$ cat src/ccsf_pkg.sv
// Package with constants and types of the cascade setpoint follower
`default_nettype none
package ccsf_pkg;
   // Clock and timing
   localparam int unsigned CLK_HZ = 20_000_000;
   localparam int unsigned EDIT_TIMEOUT_S = 60;
   localparam int unsigned EDIT_TIMEOUT_CYC = EDIT_TIMEOUT_S * CLK_HZ;
   localparam int unsigned FILT_TICK_MS = 100;
   localparam int unsigned FILT_TICK_CYC = CLK_HZ / 1000 * FILT_TICK_MS;
   localparam int unsigned LINK_LAG_MS = 70;
   localparam int unsigned LINK_MAX_NODES = 32;
   // Register byte offsets
   localparam logic [7:0] OFS_CONFIG = 8'h00;
   localparam logic [7:0] OFS_EDIT = 8'h04;
   localparam logic [7:0] OFS_CONFIRM = 8'h08;
   localparam logic [7:0] OFS_BIAS = 8'h0C;
   localparam logic [7:0] OFS_FILTER = 8'h10;
   localparam logic [7:0] OFS_RATIO = 8'h14;
   localparam logic [7:0] OFS_SCALE = 8'h18;
   localparam logic [7:0] OFS_STATUS = 8'h1C;
   // Field positions
   localparam int CFG_TYPE_LSB = 0;
   localparam int CFG_CHAN_LSB = 8;
   localparam int SCALE_HI_LSB = 16;
   // Value ranges and reset values
   localparam logic [15:0] RATIO_RST = 16'h03E8;
   localparam logic [15:0] RATIO_MIN = 16'h0001;
   localparam logic [15:0] RATIO_MAX = 16'h270F;
   localparam logic [15:0] FILT_OFF = 16'h0000;
   localparam logic [15:0] FILT_MIN = 16'h0001;
   localparam logic [15:0] FILT_MAX = 16'h03E8;
   localparam logic [15:0] FIXED_ONE = 16'h03E8;
   localparam logic [15:0] MV_FULL = 16'h03E8;
   localparam logic [15:0] SCALE_LO_RST = 16'h0000;
   localparam logic [15:0] SCALE_HI_RST = 16'h03E8;
   localparam logic [4:0] CHAN_RST = 5'h00;
   // External input type codes
   typedef enum logic [1:0] {
      CCSF_SRC_ANALOG = 2'h0,
      CCSF_SRC_CASCADE = 2'h1,
      CCSF_SRC_RATIO = 2'h2
   } ccsf_src_t;
   // Parameter editor, one-hot
   typedef enum logic [3:0] {
      CCSF_ED_MON = 4'h1,
      CCSF_ED_BIAS = 4'h2,
      CCSF_ED_FILT = 4'h4,
      CCSF_ED_RATIO = 4'h8
   } ccsf_ed_t;
   // Link word from a peer
   typedef struct packed {
      logic valid;
      logic [4:0] src;
      logic [15:0] word;
   } ccsf_link_t;
   typedef struct packed {
      ccsf_ed_t ed;
      logic [15:0] pend;
      logic pend_valid;
      logic [31:0] ed_timer;
      ccsf_src_t in_type;
      logic [4:0] mchan;
      logic [15:0] bias;
      logic [15:0] filt;
      logic [15:0] ratio;
      logic [15:0] lo;
      logic [15:0] hi;
      logic [15:0] src_x;
      logic [15:0] filt_y;
      logic [31:0] tick;
      logic [15:0] sv;
      logic sv_upd;
      logic act;
      logic ack;
      logic [31:0] dat;
   } ccsf_state_t;
   localparam ccsf_state_t STATE_RST = '{
      ed: CCSF_ED_MON, pend: 16'h0000, pend_valid: 1'b0,
      ed_timer: 32'h0000_0000, in_type: CCSF_SRC_ANALOG, mchan: CHAN_RST,
      bias: 16'h0000, filt: FILT_OFF, ratio: RATIO_RST,
      lo: SCALE_LO_RST, hi: SCALE_HI_RST, src_x: 16'h0000,
      filt_y: 16'h0000, tick: 32'h0000_0000, sv: 16'h0000,
      sv_upd: 1'b0, act: 1'b0, ack: 1'b0, dat: 32'h0000_0000};
endpackage : ccsf_pkg
`default_nettype wire

$ cat src/ccsf_top.sv
// Cascade setpoint follower: link intake, scaling, filter, editor, bus
//
// Behaviour
// - Refresh remote set value per accepted link word
// - Link sources need second port; analog ignored
// - Link addresses cover at most 32 nodes
// - Cascade slave takes master manipulated output
// - Type codes: 0 analog, 1 cascade, 2 ratio
// - Master channel 0 to 31 selects source
// - Type and channel writable only in stop
// - Follow link only in remote mode
// - Bias within plus/minus input span, default 0
// - Filter 0.1 to 100.0 s or off
// - Ratio 0.001 to 9.999, default 1.000
// - Map span, multiply ratio, add bias
// - Unconfirmed edit discarded after one minute
// - One parameter set serves every source type
// - Master in remote mode may set parameters
// - Confirm commits, steps bias, filter, ratio
// - Master to slave lag up to 70 ms per node
//
// Decided for this implementation: the placing of the registers and the Wishbone register port.
`default_nettype none
module ccsf_top #(
   parameter int unsigned EDIT_TIMEOUT_CYC = ccsf_pkg::EDIT_TIMEOUT_CYC,
   parameter int unsigned FILT_TICK_CYC = ccsf_pkg::FILT_TICK_CYC
) (
   // Clock and reset
   input wire logic clk_i,
   input wire logic rst_i,
   // Wishbone slave
   input wire logic [7:0] wb_adr_i,
   input wire logic [31:0] wb_dat_i,
   input wire logic wb_we_i,
   input wire logic [3:0] wb_sel_i,
   input wire logic wb_cyc_i,
   input wire logic wb_stb_i,
   output logic [31:0] wb_dat_o,
   output logic wb_ack_o,
   // Intercontroller link
   input wire ccsf_pkg::ccsf_link_t link_i,
   // Controller state
   input wire logic stop_mode_i,
   input wire logic remote_mode_i,
   input wire logic second_comm_port_ok_i,
   input wire logic [15:0] local_set_value_i,
   input wire logic [15:0] remote_setting_i,
   // Results
   output logic [15:0] set_value_o,
   output logic sv_update_o,
   output logic link_follow_o
);
   ccsf_pkg::ccsf_state_t s;
   ccsf_pkg::ccsf_state_t n;
   logic req;
   logic wr;
   logic [31:0] rdata;
   logic [31:0] cfg_w;
   logic [31:0] scl_w;
   logic link_hit;
   logic signed [31:0] span;
   logic signed [31:0] pv;
   logic signed [31:0] mapped;
   logic signed [31:0] step;
   logic signed [31:0] calc;
   logic p_ok;

   function automatic logic [31:0] merge(input logic [31:0] o,
         input logic [31:0] d, input logic [3:0] sel);
      for (int i = 0; i < 4; i++) begin
         if (sel[i]) begin
            o[8*i +: 8] = d[8*i +: 8];
         end
      end
      return o;
   endfunction : merge

   function automatic logic in_rng(input logic signed [31:0] v,
         input logic signed [31:0] lo, input logic signed [31:0] hi);
      return (v >= lo) && (v <= hi);
   endfunction : in_rng

   // Registers read back
   always_comb begin
      case (wb_adr_i)
         ccsf_pkg::OFS_CONFIG: rdata = {19'h0_0000, s.mchan, 6'h00,
            s.in_type};
         ccsf_pkg::OFS_EDIT: rdata = {11'h000, s.pend_valid, s.ed,
            s.pend};
         ccsf_pkg::OFS_BIAS: rdata = {16'h0000, s.bias};
         ccsf_pkg::OFS_FILTER: rdata = {16'h0000, s.filt};
         ccsf_pkg::OFS_RATIO: rdata = {16'h0000, s.ratio};
         ccsf_pkg::OFS_SCALE: rdata = {s.hi, s.lo};
         ccsf_pkg::OFS_STATUS: rdata = {14'h0000, s.act, remote_mode_i,
            s.sv};
         default: rdata = 32'h0000_0000;
      endcase
   end

   always_comb begin
      n = s;
      n.sv_upd = 1'b0;
      req = wb_cyc_i & wb_stb_i;
      // Write lands on the edge where ack is seen high
      wr = req & s.ack & wb_we_i;
      n.ack = req & ~s.ack;
      n.dat = n.ack ? rdata : 32'h0000_0000;
      cfg_w = merge({19'h0_0000, s.mchan, 6'h00, s.in_type}, wb_dat_i,
         wb_sel_i);
      scl_w = merge({s.hi, s.lo}, wb_dat_i, wb_sel_i);
      span = 32'(signed'(s.hi)) - 32'(signed'(s.lo));
      pv = 32'(signed'(s.pend));

      // Type and channel frozen while control runs; scale writable in any mode
      if (wr && wb_adr_i == ccsf_pkg::OFS_CONFIG && stop_mode_i) begin
         if (cfg_w[ccsf_pkg::CFG_TYPE_LSB +: 2] <= 2'h2) begin
            n.in_type = ccsf_pkg::ccsf_src_t'(
               cfg_w[ccsf_pkg::CFG_TYPE_LSB +: 2]);
         end
         n.mchan = cfg_w[ccsf_pkg::CFG_CHAN_LSB +: 5];
      end
      if (wr && wb_adr_i == ccsf_pkg::OFS_SCALE) begin
         n.lo = scl_w[15:0];
         n.hi = scl_w[ccsf_pkg::SCALE_HI_LSB +: 16];
      end

      // Editor; open in any mode so a remote master can tune too
      if (s.pend_valid) begin
         n.ed_timer = s.ed_timer + 32'h0000_0001;
         if (s.ed_timer >= EDIT_TIMEOUT_CYC - 1) begin
            n.pend_valid = 1'b0;
            n.ed_timer = 32'h0000_0000;
            n.ed = ccsf_pkg::CCSF_ED_MON;
         end
      end
      if (wr && wb_adr_i == ccsf_pkg::OFS_EDIT) begin
         n.pend = 16'(merge({16'h0000, s.pend}, wb_dat_i, wb_sel_i));
         n.pend_valid = 1'b1;
         n.ed_timer = 32'h0000_0000;
         if (s.ed == ccsf_pkg::CCSF_ED_MON) begin
            n.ed = ccsf_pkg::CCSF_ED_BIAS;
         end
      end
      // Confirm beats a timeout in the same cycle
      if (wr && wb_adr_i == ccsf_pkg::OFS_CONFIRM) begin
         n.pend_valid = 1'b0;
         n.ed_timer = 32'h0000_0000;
         case (s.ed)
            ccsf_pkg::CCSF_ED_BIAS: begin
               if (s.pend_valid && in_rng(pv, -span, span)) begin
                  n.bias = s.pend;
               end
               n.ed = ccsf_pkg::CCSF_ED_FILT;
            end
            ccsf_pkg::CCSF_ED_FILT: begin
               if (s.pend_valid && (s.pend == ccsf_pkg::FILT_OFF ||
                     (s.pend >= ccsf_pkg::FILT_MIN &&
                     s.pend <= ccsf_pkg::FILT_MAX))) begin
                  n.filt = s.pend;
               end
               n.ed = ccsf_pkg::CCSF_ED_RATIO;
            end
            ccsf_pkg::CCSF_ED_RATIO: begin
               if (s.pend_valid && s.pend >= ccsf_pkg::RATIO_MIN &&
                     s.pend <= ccsf_pkg::RATIO_MAX) begin
                  n.ratio = s.pend;
               end
               n.ed = ccsf_pkg::CCSF_ED_MON;
            end
            default: n.ed = ccsf_pkg::CCSF_ED_MON;
         endcase
      end

      // Source selection; a 5-bit address caps the link at 32 nodes
      p_ok = second_comm_port_ok_i;
      link_hit = link_i.valid && p_ok && link_i.src == s.mchan &&
         s.in_type != ccsf_pkg::CCSF_SRC_ANALOG;
      mapped = 32'(signed'(s.lo)) + ($signed(32'(link_i.word)) * span) /
         $signed(32'(ccsf_pkg::MV_FULL));
      case (s.in_type)
         ccsf_pkg::CCSF_SRC_ANALOG: n.src_x = remote_setting_i;
         ccsf_pkg::CCSF_SRC_CASCADE: begin
            if (link_hit) begin
               n.src_x = mapped[15:0];
            end
         end
         ccsf_pkg::CCSF_SRC_RATIO: begin
            if (link_hit) begin
               n.src_x = link_i.word;
            end
         end
         default: n.src_x = s.src_x;
      endcase

      // First-order lag, one step per 0.1 s tick
      n.tick = (s.tick >= FILT_TICK_CYC - 1) ? 32'h0000_0000 :
         s.tick + 32'h0000_0001;
      step = 32'(signed'(n.src_x)) - 32'(signed'(s.filt_y));
      if (s.filt == ccsf_pkg::FILT_OFF) begin
         n.filt_y = n.src_x;
      end else if (s.tick >= FILT_TICK_CYC - 1) begin
         // Signed divide, or a falling input would wrap the lag
         n.filt_y = 16'(32'(signed'(s.filt_y)) +
            step / $signed(32'(s.filt)));
      end

      // Ratio and bias, held within the input scale
      calc = (32'(signed'(n.filt_y)) * $signed(32'(s.ratio))) /
         $signed(32'(ccsf_pkg::FIXED_ONE)) + 32'(signed'(s.bias));
      if (calc > 32'(signed'(s.hi))) begin
         calc = 32'(signed'(s.hi));
      end
      if (calc < 32'(signed'(s.lo))) begin
         calc = 32'(signed'(s.lo));
      end
      n.act = remote_mode_i && p_ok &&
         s.in_type != ccsf_pkg::CCSF_SRC_ANALOG;
      n.sv = remote_mode_i ? calc[15:0] : local_set_value_i;
      // One cycle of our own on top of the link lag
      n.sv_upd = link_hit && remote_mode_i;
   end

   always_ff @(posedge clk_i) begin
      if (rst_i) begin
         s <= ccsf_pkg::STATE_RST;
      end else begin
         s <= n;
      end
   end

   assign wb_dat_o = s.dat;
   assign wb_ack_o = s.ack;
   assign set_value_o = s.sv;
   assign sv_update_o = s.sv_upd;
   assign link_follow_o = s.act;

   AST_ACK_ONE: assert property (@(posedge clk_i) disable iff (rst_i)
      wb_ack_o |=> !wb_ack_o) else $error("ack held two cycles");
   AST_ACK_NEXT: assert property (@(posedge clk_i) disable iff (rst_i)
      (wb_cyc_i && wb_stb_i && !wb_ack_o) |=> wb_ack_o)
      else $error("request not answered next cycle");
   AST_CFG_LOCK: assert property (@(posedge clk_i) disable iff (rst_i)
      (!stop_mode_i && wb_cyc_i && wb_stb_i && wb_ack_o && wb_we_i &&
      wb_adr_i == ccsf_pkg::OFS_CONFIG) |=> $stable(s.in_type) &&
      $stable(s.mchan)) else $error("config changed while running");
   AST_TYPE_CODE: assert property (@(posedge clk_i) disable iff (rst_i)
      s.in_type <= 2'h2) else $error("illegal input type code");
   AST_RATIO_RNG: assert property (@(posedge clk_i) disable iff (rst_i)
      s.ratio >= ccsf_pkg::RATIO_MIN && s.ratio <= ccsf_pkg::RATIO_MAX)
      else $error("ratio out of range");
   AST_FILT_RNG: assert property (@(posedge clk_i) disable iff (rst_i)
      s.filt <= ccsf_pkg::FILT_MAX) else $error("filter out of range");
   AST_LOCAL_SV: assert property (@(posedge clk_i) disable iff (rst_i)
      !remote_mode_i |=> set_value_o == $past(local_set_value_i))
      else $error("local mode not using local set value");
   AST_LINK_UPD: assert property (@(posedge clk_i) disable iff (rst_i)
      (link_i.valid && remote_mode_i && second_comm_port_ok_i &&
      link_i.src == s.mchan && s.in_type == ccsf_pkg::CCSF_SRC_CASCADE)
      |=> sv_update_o) else $error("master word not taken");
   AST_NO_PORT: assert property (@(posedge clk_i) disable iff (rst_i)
      !second_comm_port_ok_i |=> !sv_update_o && !link_follow_o)
      else $error("link followed without second port");
   AST_EDIT_DROP: assert property (@(posedge clk_i) disable iff (rst_i)
      (s.pend_valid && s.ed_timer >= EDIT_TIMEOUT_CYC - 1 &&
      !(wb_cyc_i && wb_stb_i && wb_ack_o && wb_we_i))
      |=> !s.pend_valid && s.ed == ccsf_pkg::CCSF_ED_MON &&
      $stable(s.ratio)) else $error("stale edit not discarded");
endmodule : ccsf_top
`default_nettype wire

$ cat config.mk
export PLATFORM = sky130hd
export DESIGN_NAME = ccsf_top
export DESIGN_NICKNAME = d
export VERILOG_FILES = /design/src/ccsf_pkg.sv /design/src/ccsf_top.sv
export SDC_FILE = /design/constraint.sdc
export NUM_CORES = 2
export LEC_CHECK = 0
export ABC_AREA = 1
export BUFFER_PORTS_ARGS = -buffer_cell sky130_fd_sc_hd__buf_4
export CAP_MARGIN = 20
export CORE_ASPECT_RATIO = 1.1
export CORE_UTILIZATION = 45
export DETAILED_ROUTE_END_ITERATION = 10
export GPL_TIMING_DRIVEN = 0
export MAX_ROUTING_LAYER = met4
export PLACE_DENSITY = 0.61
export SLEW_MARGIN = 20
export SYNTH_ARGS = -nofsm -noshare
export SYNTH_HDL_FRONTEND = slang
export SYNTH_SLANG_ARGS = --single-unit
$ cat constraint.sdc
create_clock -name clk_i -period 317.8 [get_ports clk_i]
set_clock_uncertainty 0.2 [all_clocks]
set_input_delay 31.78 -clock clk_i [delete_from_list [all_inputs] [get_ports clk_i]]
set_output_delay 31.78 -clock clk_i [all_outputs]
set_load 0.01 [all_outputs]
## Word-level counts from Yosys, hierarchy flattened

Index checks and enable logic that the tools add are counted.

| word-level totals | value |
|---|---|
| register bits | 255 |
| input port bits | 106 |
| output and inout bits | 51 |
| logic and storage cells | 123 |

| cells by class | value |
|---|---|
| $add $sub $neg | 8 |
| $mul | 2 |
| div/mod/pow operators | 3 |
| $lt $le $gt $ge | 10 |
| eq/ne operators | 14 |
| muxes and demuxes | 20 |
| bitwise logic cells | 6 |
| reduce and logical (&&, ||, !) cells | 38 |

Operator list:

| cell | number |
|---|---|
| $pmux W32 S7 | 1 |
| $mux W16 | 6 |
| $mux W33 | 2 |
| $add A32 B1 Y32 const B | 2 |
| $div A32 B11 Y32 const B | 2 |
| $mux W53 | 1 |
| $pmux W16 S3 | 1 |
| $sub A16 B16 Y17 | 2 |
| $add A16 B16 Y16 | 2 |
| $add A32 B16 Y32 | 1 |
| $div A32 B17 Y32 | 1 |
| $eq A8 B5 Y1 const B | 4 |
| $ge A16 B32 Y1 | 1 |
| $ge A32 B21 Y1 const B | 1 |
| $ge A32 B31 Y1 const B | 1 |
| $gt A32 B16 Y1 | 1 |
| $logic_not A16 Y1 | 2 |
| $lt A32 B16 Y1 | 1 |
| $mul A16 B17 Y32 | 1 |
| $mul A17 B17 Y32 | 1 |
| $mux W32 | 1 |
| $neg A17 Y32 | 1 |
| $le A16 B17 Y1 | 1 |
| $logic_and A1 B1 Y1 | 17 |
| 27 further kinds | 47 |

## Longest topological paths before layout

| depth | value |
|---|---|
| word-level depth | 19 |
| depth in mapped cells | 892 |
| mapped depth without buffers | 852 |

## Worst setup path before layout

OpenSTA, ideal clock, no wires.

| timing path | value |
|---|---|
| path kind | input -> register |
| from | in link_i[7] (netlist bit) |
| to | reg s (netlist bit set_value_o[15]) |
| library setup time | 132 ps |
| arrival | 135,750 ps |
| slack | 181,718 ps |
| stages | 821 |
| cells stage by stage | clkbuf_1 > clkinv_1 > nor2_1 > fa_1 > inv_1 > fa_1 > fa_1 > fa_1 > inv_1 > fa_1 > inv_1 > fa_1 > inv_1 > ha_1 > nand2_1 > nor2_1 > inv_1 > nor2_2 > (+785 left out) > nand2_1 > clkbuf_1 > nand2_1 > o21ai_0 > ha_1 > nand2_1 > inv_1 > o211ai_1 > a21oi_1 > o2111ai_1 > o211ai_1 > a311o_1 > or2_2 > nand2_1 > clkbuf_1 > nand2_1 > o211ai_1 > a21oi_1 |

RTL lines:

| what | RTL line | source |
|---|---|---|
| start: declaration | ccsf_top.sv:41 | `input wire ccsf_pkg::ccsf_link_t link_i,` |
| end signal: assignment | ccsf_top.sv:225 | `s <= ccsf_pkg::STATE_RST;` |
| end signal: assignment | ccsf_top.sv:227 | `s <= n;` |
| end: declaration | ccsf_top.sv:53 | `ccsf_pkg::ccsf_state_t s;` |

==> flow_metrics.py <==
metrics = {
    "setup_path": {
        "path_buf_inv": 167,
        "crit_type": "in2reg",
        "critPathCaptureType": "flop",
        "crit_start": "link_i[7]",
        "worstSetupStartpointType": "input port",
        "r2r_slack_ns": 184.82,
        "r2r_end": "set_value_o[2]$_SDFF_PP0_",
        "critical_path_required_ns": 318.08,
        "timing.rr.start": "s[176]$_SDFFE_PP0P_",
        "cp_slowest_cell": "clkbuf_1",
        "worst_r2r_path_depth": 848,
        "crit_arrival_ns": 160.64,
        "path_delay_family": "simple AND/OR/NAND/NOR gates",
        "path_common_cell": "nand2_1",
        "critPathMaxStageDelay_ns": 0.74,
        "critPathMaxFanout": 10,
    },
    "global_routing": {
        "first_global_vias": 71200,
        "overflow": 0,
        "antenna_found_initial": 13,
        "grt_pass1_wl_um": 377000,
        "grt_max_degree": 30,
        "grt_usage_pct": 28.6,
    },
    "yosys": {
        "synthTopCellsByArea": "ha_1, nand2_1, fa_1, inv_1, dfxtp_1",
        "synth_seq_area_share_pct": 6.86,
        "synth_top_area_share_pct": 14.2,
        "synth-seq-cells": 255,
        "ys_warn_count": 0,
        "avgSynthCellArea_sq_um": 6.55,
        "ys.flop_type": "dfxtp_1",
        "syn_inst": 11400,
        "synth_area_sq_um": 74400,
        "ys_types": 109,
        "synth_top_area_cell": "ha_1",
        "synthArstFlopShare_pct": 0,
        "synth_edf_count": 0,
    },
    "cells_and_area": {
        "final_cell_mix": "nand2_1, inv_1, nor2_1, ha_1, a21oi_1",
        "area_growth_pct": 7.18,
        "fin_cells": 13800,
        "nets": 12900,
        "mostFrequentLayoutCell": "nand2_1",
        "final_area_sq_um": 79800,
        "drive_gt1_share_pct": 12.5,
    },
    "die": {
        "die_h_um": 429,
        "die_x_um": 390,
        "dieArea_sq_um": 167000,
        "rows": 156,
        "core-area_sq_um": 164000,
        "io_pins": 157,
        "initial_utilization_pct": 45.3,
    },
    "sta": {
        "drv_slew": 0,
        "setup_tns_ns": 0,
        "slew_headroom_pct": 22.9,
        "hold_viol_final": 0,
        "min_period_ns": 160.36,
        "setup_viol": 0,
        "worst_pin_slew_ns": 1.16,
        "grt_setup_unrepaired": "false",
        "clock.fmax_ghz": 0.00624,
        "period_share_pct": 50.5,
    },
    "placement": {
        "dpl.cell_count": 13800,
        "place_area_sq_um": 78700,
        "port_buffers": 149,
        "gp_congestion": 0.988,
        "dp_hpwl_um": 202000,
    },
    "route": {
        "drc": 0,
        "vias_per_cell": 5.31,
        "vias": 73400,
        "drt_iter0_drc": 4856,
        "drt_pass1_iterations": 6,
        "routed_wl_um": 236000,
        "wl_per_cell_um": 17.1,
        "ant_nets": 0,
    },
    "run": {
        "maxCapViolations": 0,
    },
    "min_path": {
        "hold_depth": 2,
        "hold_class": "reg2reg",
        "min-delay-start": "s[233]$_SDFFE_PP0P_",
        "hold_path_end": "s[233]$_SDFFE_PP0P_",
    },
    "cts": {
        "ctsHoldBuffers": 0,
        "postCtsResizedCells": 0,
        "cts_max_level": 1,
        "clock-root-buffer": "clkbuf_16",
        "cts_tree": "built",
        "clock_path_buffers": 3,
        "clk_pin_slew_worst_paths_ns": 0.08,
        "clock_latency_ns": 0.64,
        "post_cts_buffers": 0,
        "cts_buffers": 30,
        "cts.sinks": 255,
    },
    "outcome": {
        "status": "finished clean",
    },
}
-- worst max path at each step --
| stage | endpoint | cells after the start |
|---|---|---|
| after floorplan | set_value_o[15]$_SDFF_PP0_ | 1190 |
| after global placement | set_value_o[14]$_SDFF_PP0_ | 1190 |
| after detailed placement | set_value_o[14]$_SDFF_PP0_ | 935 |
| after CTS | set_value_o[14]$_SDFF_PP0_ | 920 |
| after global routing | set_value_o[10]$_SDFF_PP0_ | 917 |
| final | set_value_o[2]$_SDFF_PP0_ | 918 |
-- flip-flops by register name (all words and copies together), names as in the netlist --
register       flops
s                188
wb_dat_o          32
pv                16
set_value_o       16
link_follow_o      1
sv_update_o        1
wb_ack_o           1
-- stage by stage --
| stage | setup slack, ns | hold slack (ns) | util [%] |
|---|---|---|---|
| final | 157.45 | 0.255 | 48.5 |
| after floorplan | 181.72 | 0.218 | - |
| after global routing | 143.90 | 0.287 | 48.5 |
| after global placement | 159.74 | 0.230 | 47.7 |
| after CTS | 158.23 | 0.257 | 48.5 |
| after detailed placement | 158.07 | 0.246 | 47.9 |
-- cell families (layout without fill, tap and decap cells) --
group | after synthesis | in the layout | share of synthesized area (%)
mux | 2 | 2 | 0.0269
xor+xnor | 601 | 601 | 7.07
flops | 255 | 255 | 6.86
other cells | 1 | 32 | 0.00504
fa+ha+maj | 1253 | 1253 | 25.2
buf+inv | 2302 | 2522 | 13.0
simple gates | 5177 | 5177 | 34.0
compound gates | 1766 | 1766 | 13.9
-- synthesized netlist by cell type, drive strengths merged, types with 73 or more instances --
| cell | n |
|---|---|
| xor2 | 437 |
| nand3 | 750 |
| o21bai | 88 |
| or2 | 73 |
| buf | 98 |
| clkbuf | 161 |
| nand4 | 181 |
| nand2 | 2731 |
| xnor2 | 164 |
| a21oi | 682 |
| dfxtp | 255 |
| inv | 1964 |
| nor2 | 1155 |
| fa | 408 |
| o211ai | 79 |
| nor3 | 157 |
| o21ai | 660 |
| ha | 845 |
-- tightest hold or removal path: stages, from the launching register on --
cell	delay (ns)
dfxtp_1	0.32
nand2_1	0.06
nor2_1	0.04
-- routing by layer --
layer / up-vias / routed length (um) / GRT usage, %
met2: 1859 / 110000 / 47.6
met1: 34300 / 106000 / 37.1
met5: - / 0 / -
met3: 373 / 12300 / 2.13
li1: 36900 / - / -
met4: 0 / 7720 / 8.18
-- final cells by class --
type / count / area, sq um
fillers: 17100 / 84600
multi-input cells: 8825 / 59800
repair buffers: 164 / 1390
clock inverters: 22 / 279
diodes: 6 / 15.0
plain buffers: 262 / 1700
inverters: 2040 / 7980
flip-flops and latches: 255 / 5100
clock buffers: 34 / 786
well taps: 2212 / 2770
Power is left out: the tool's default activity adds up to more than one toggle a clock period on the data nets, which glitch-free logic cannot reach.
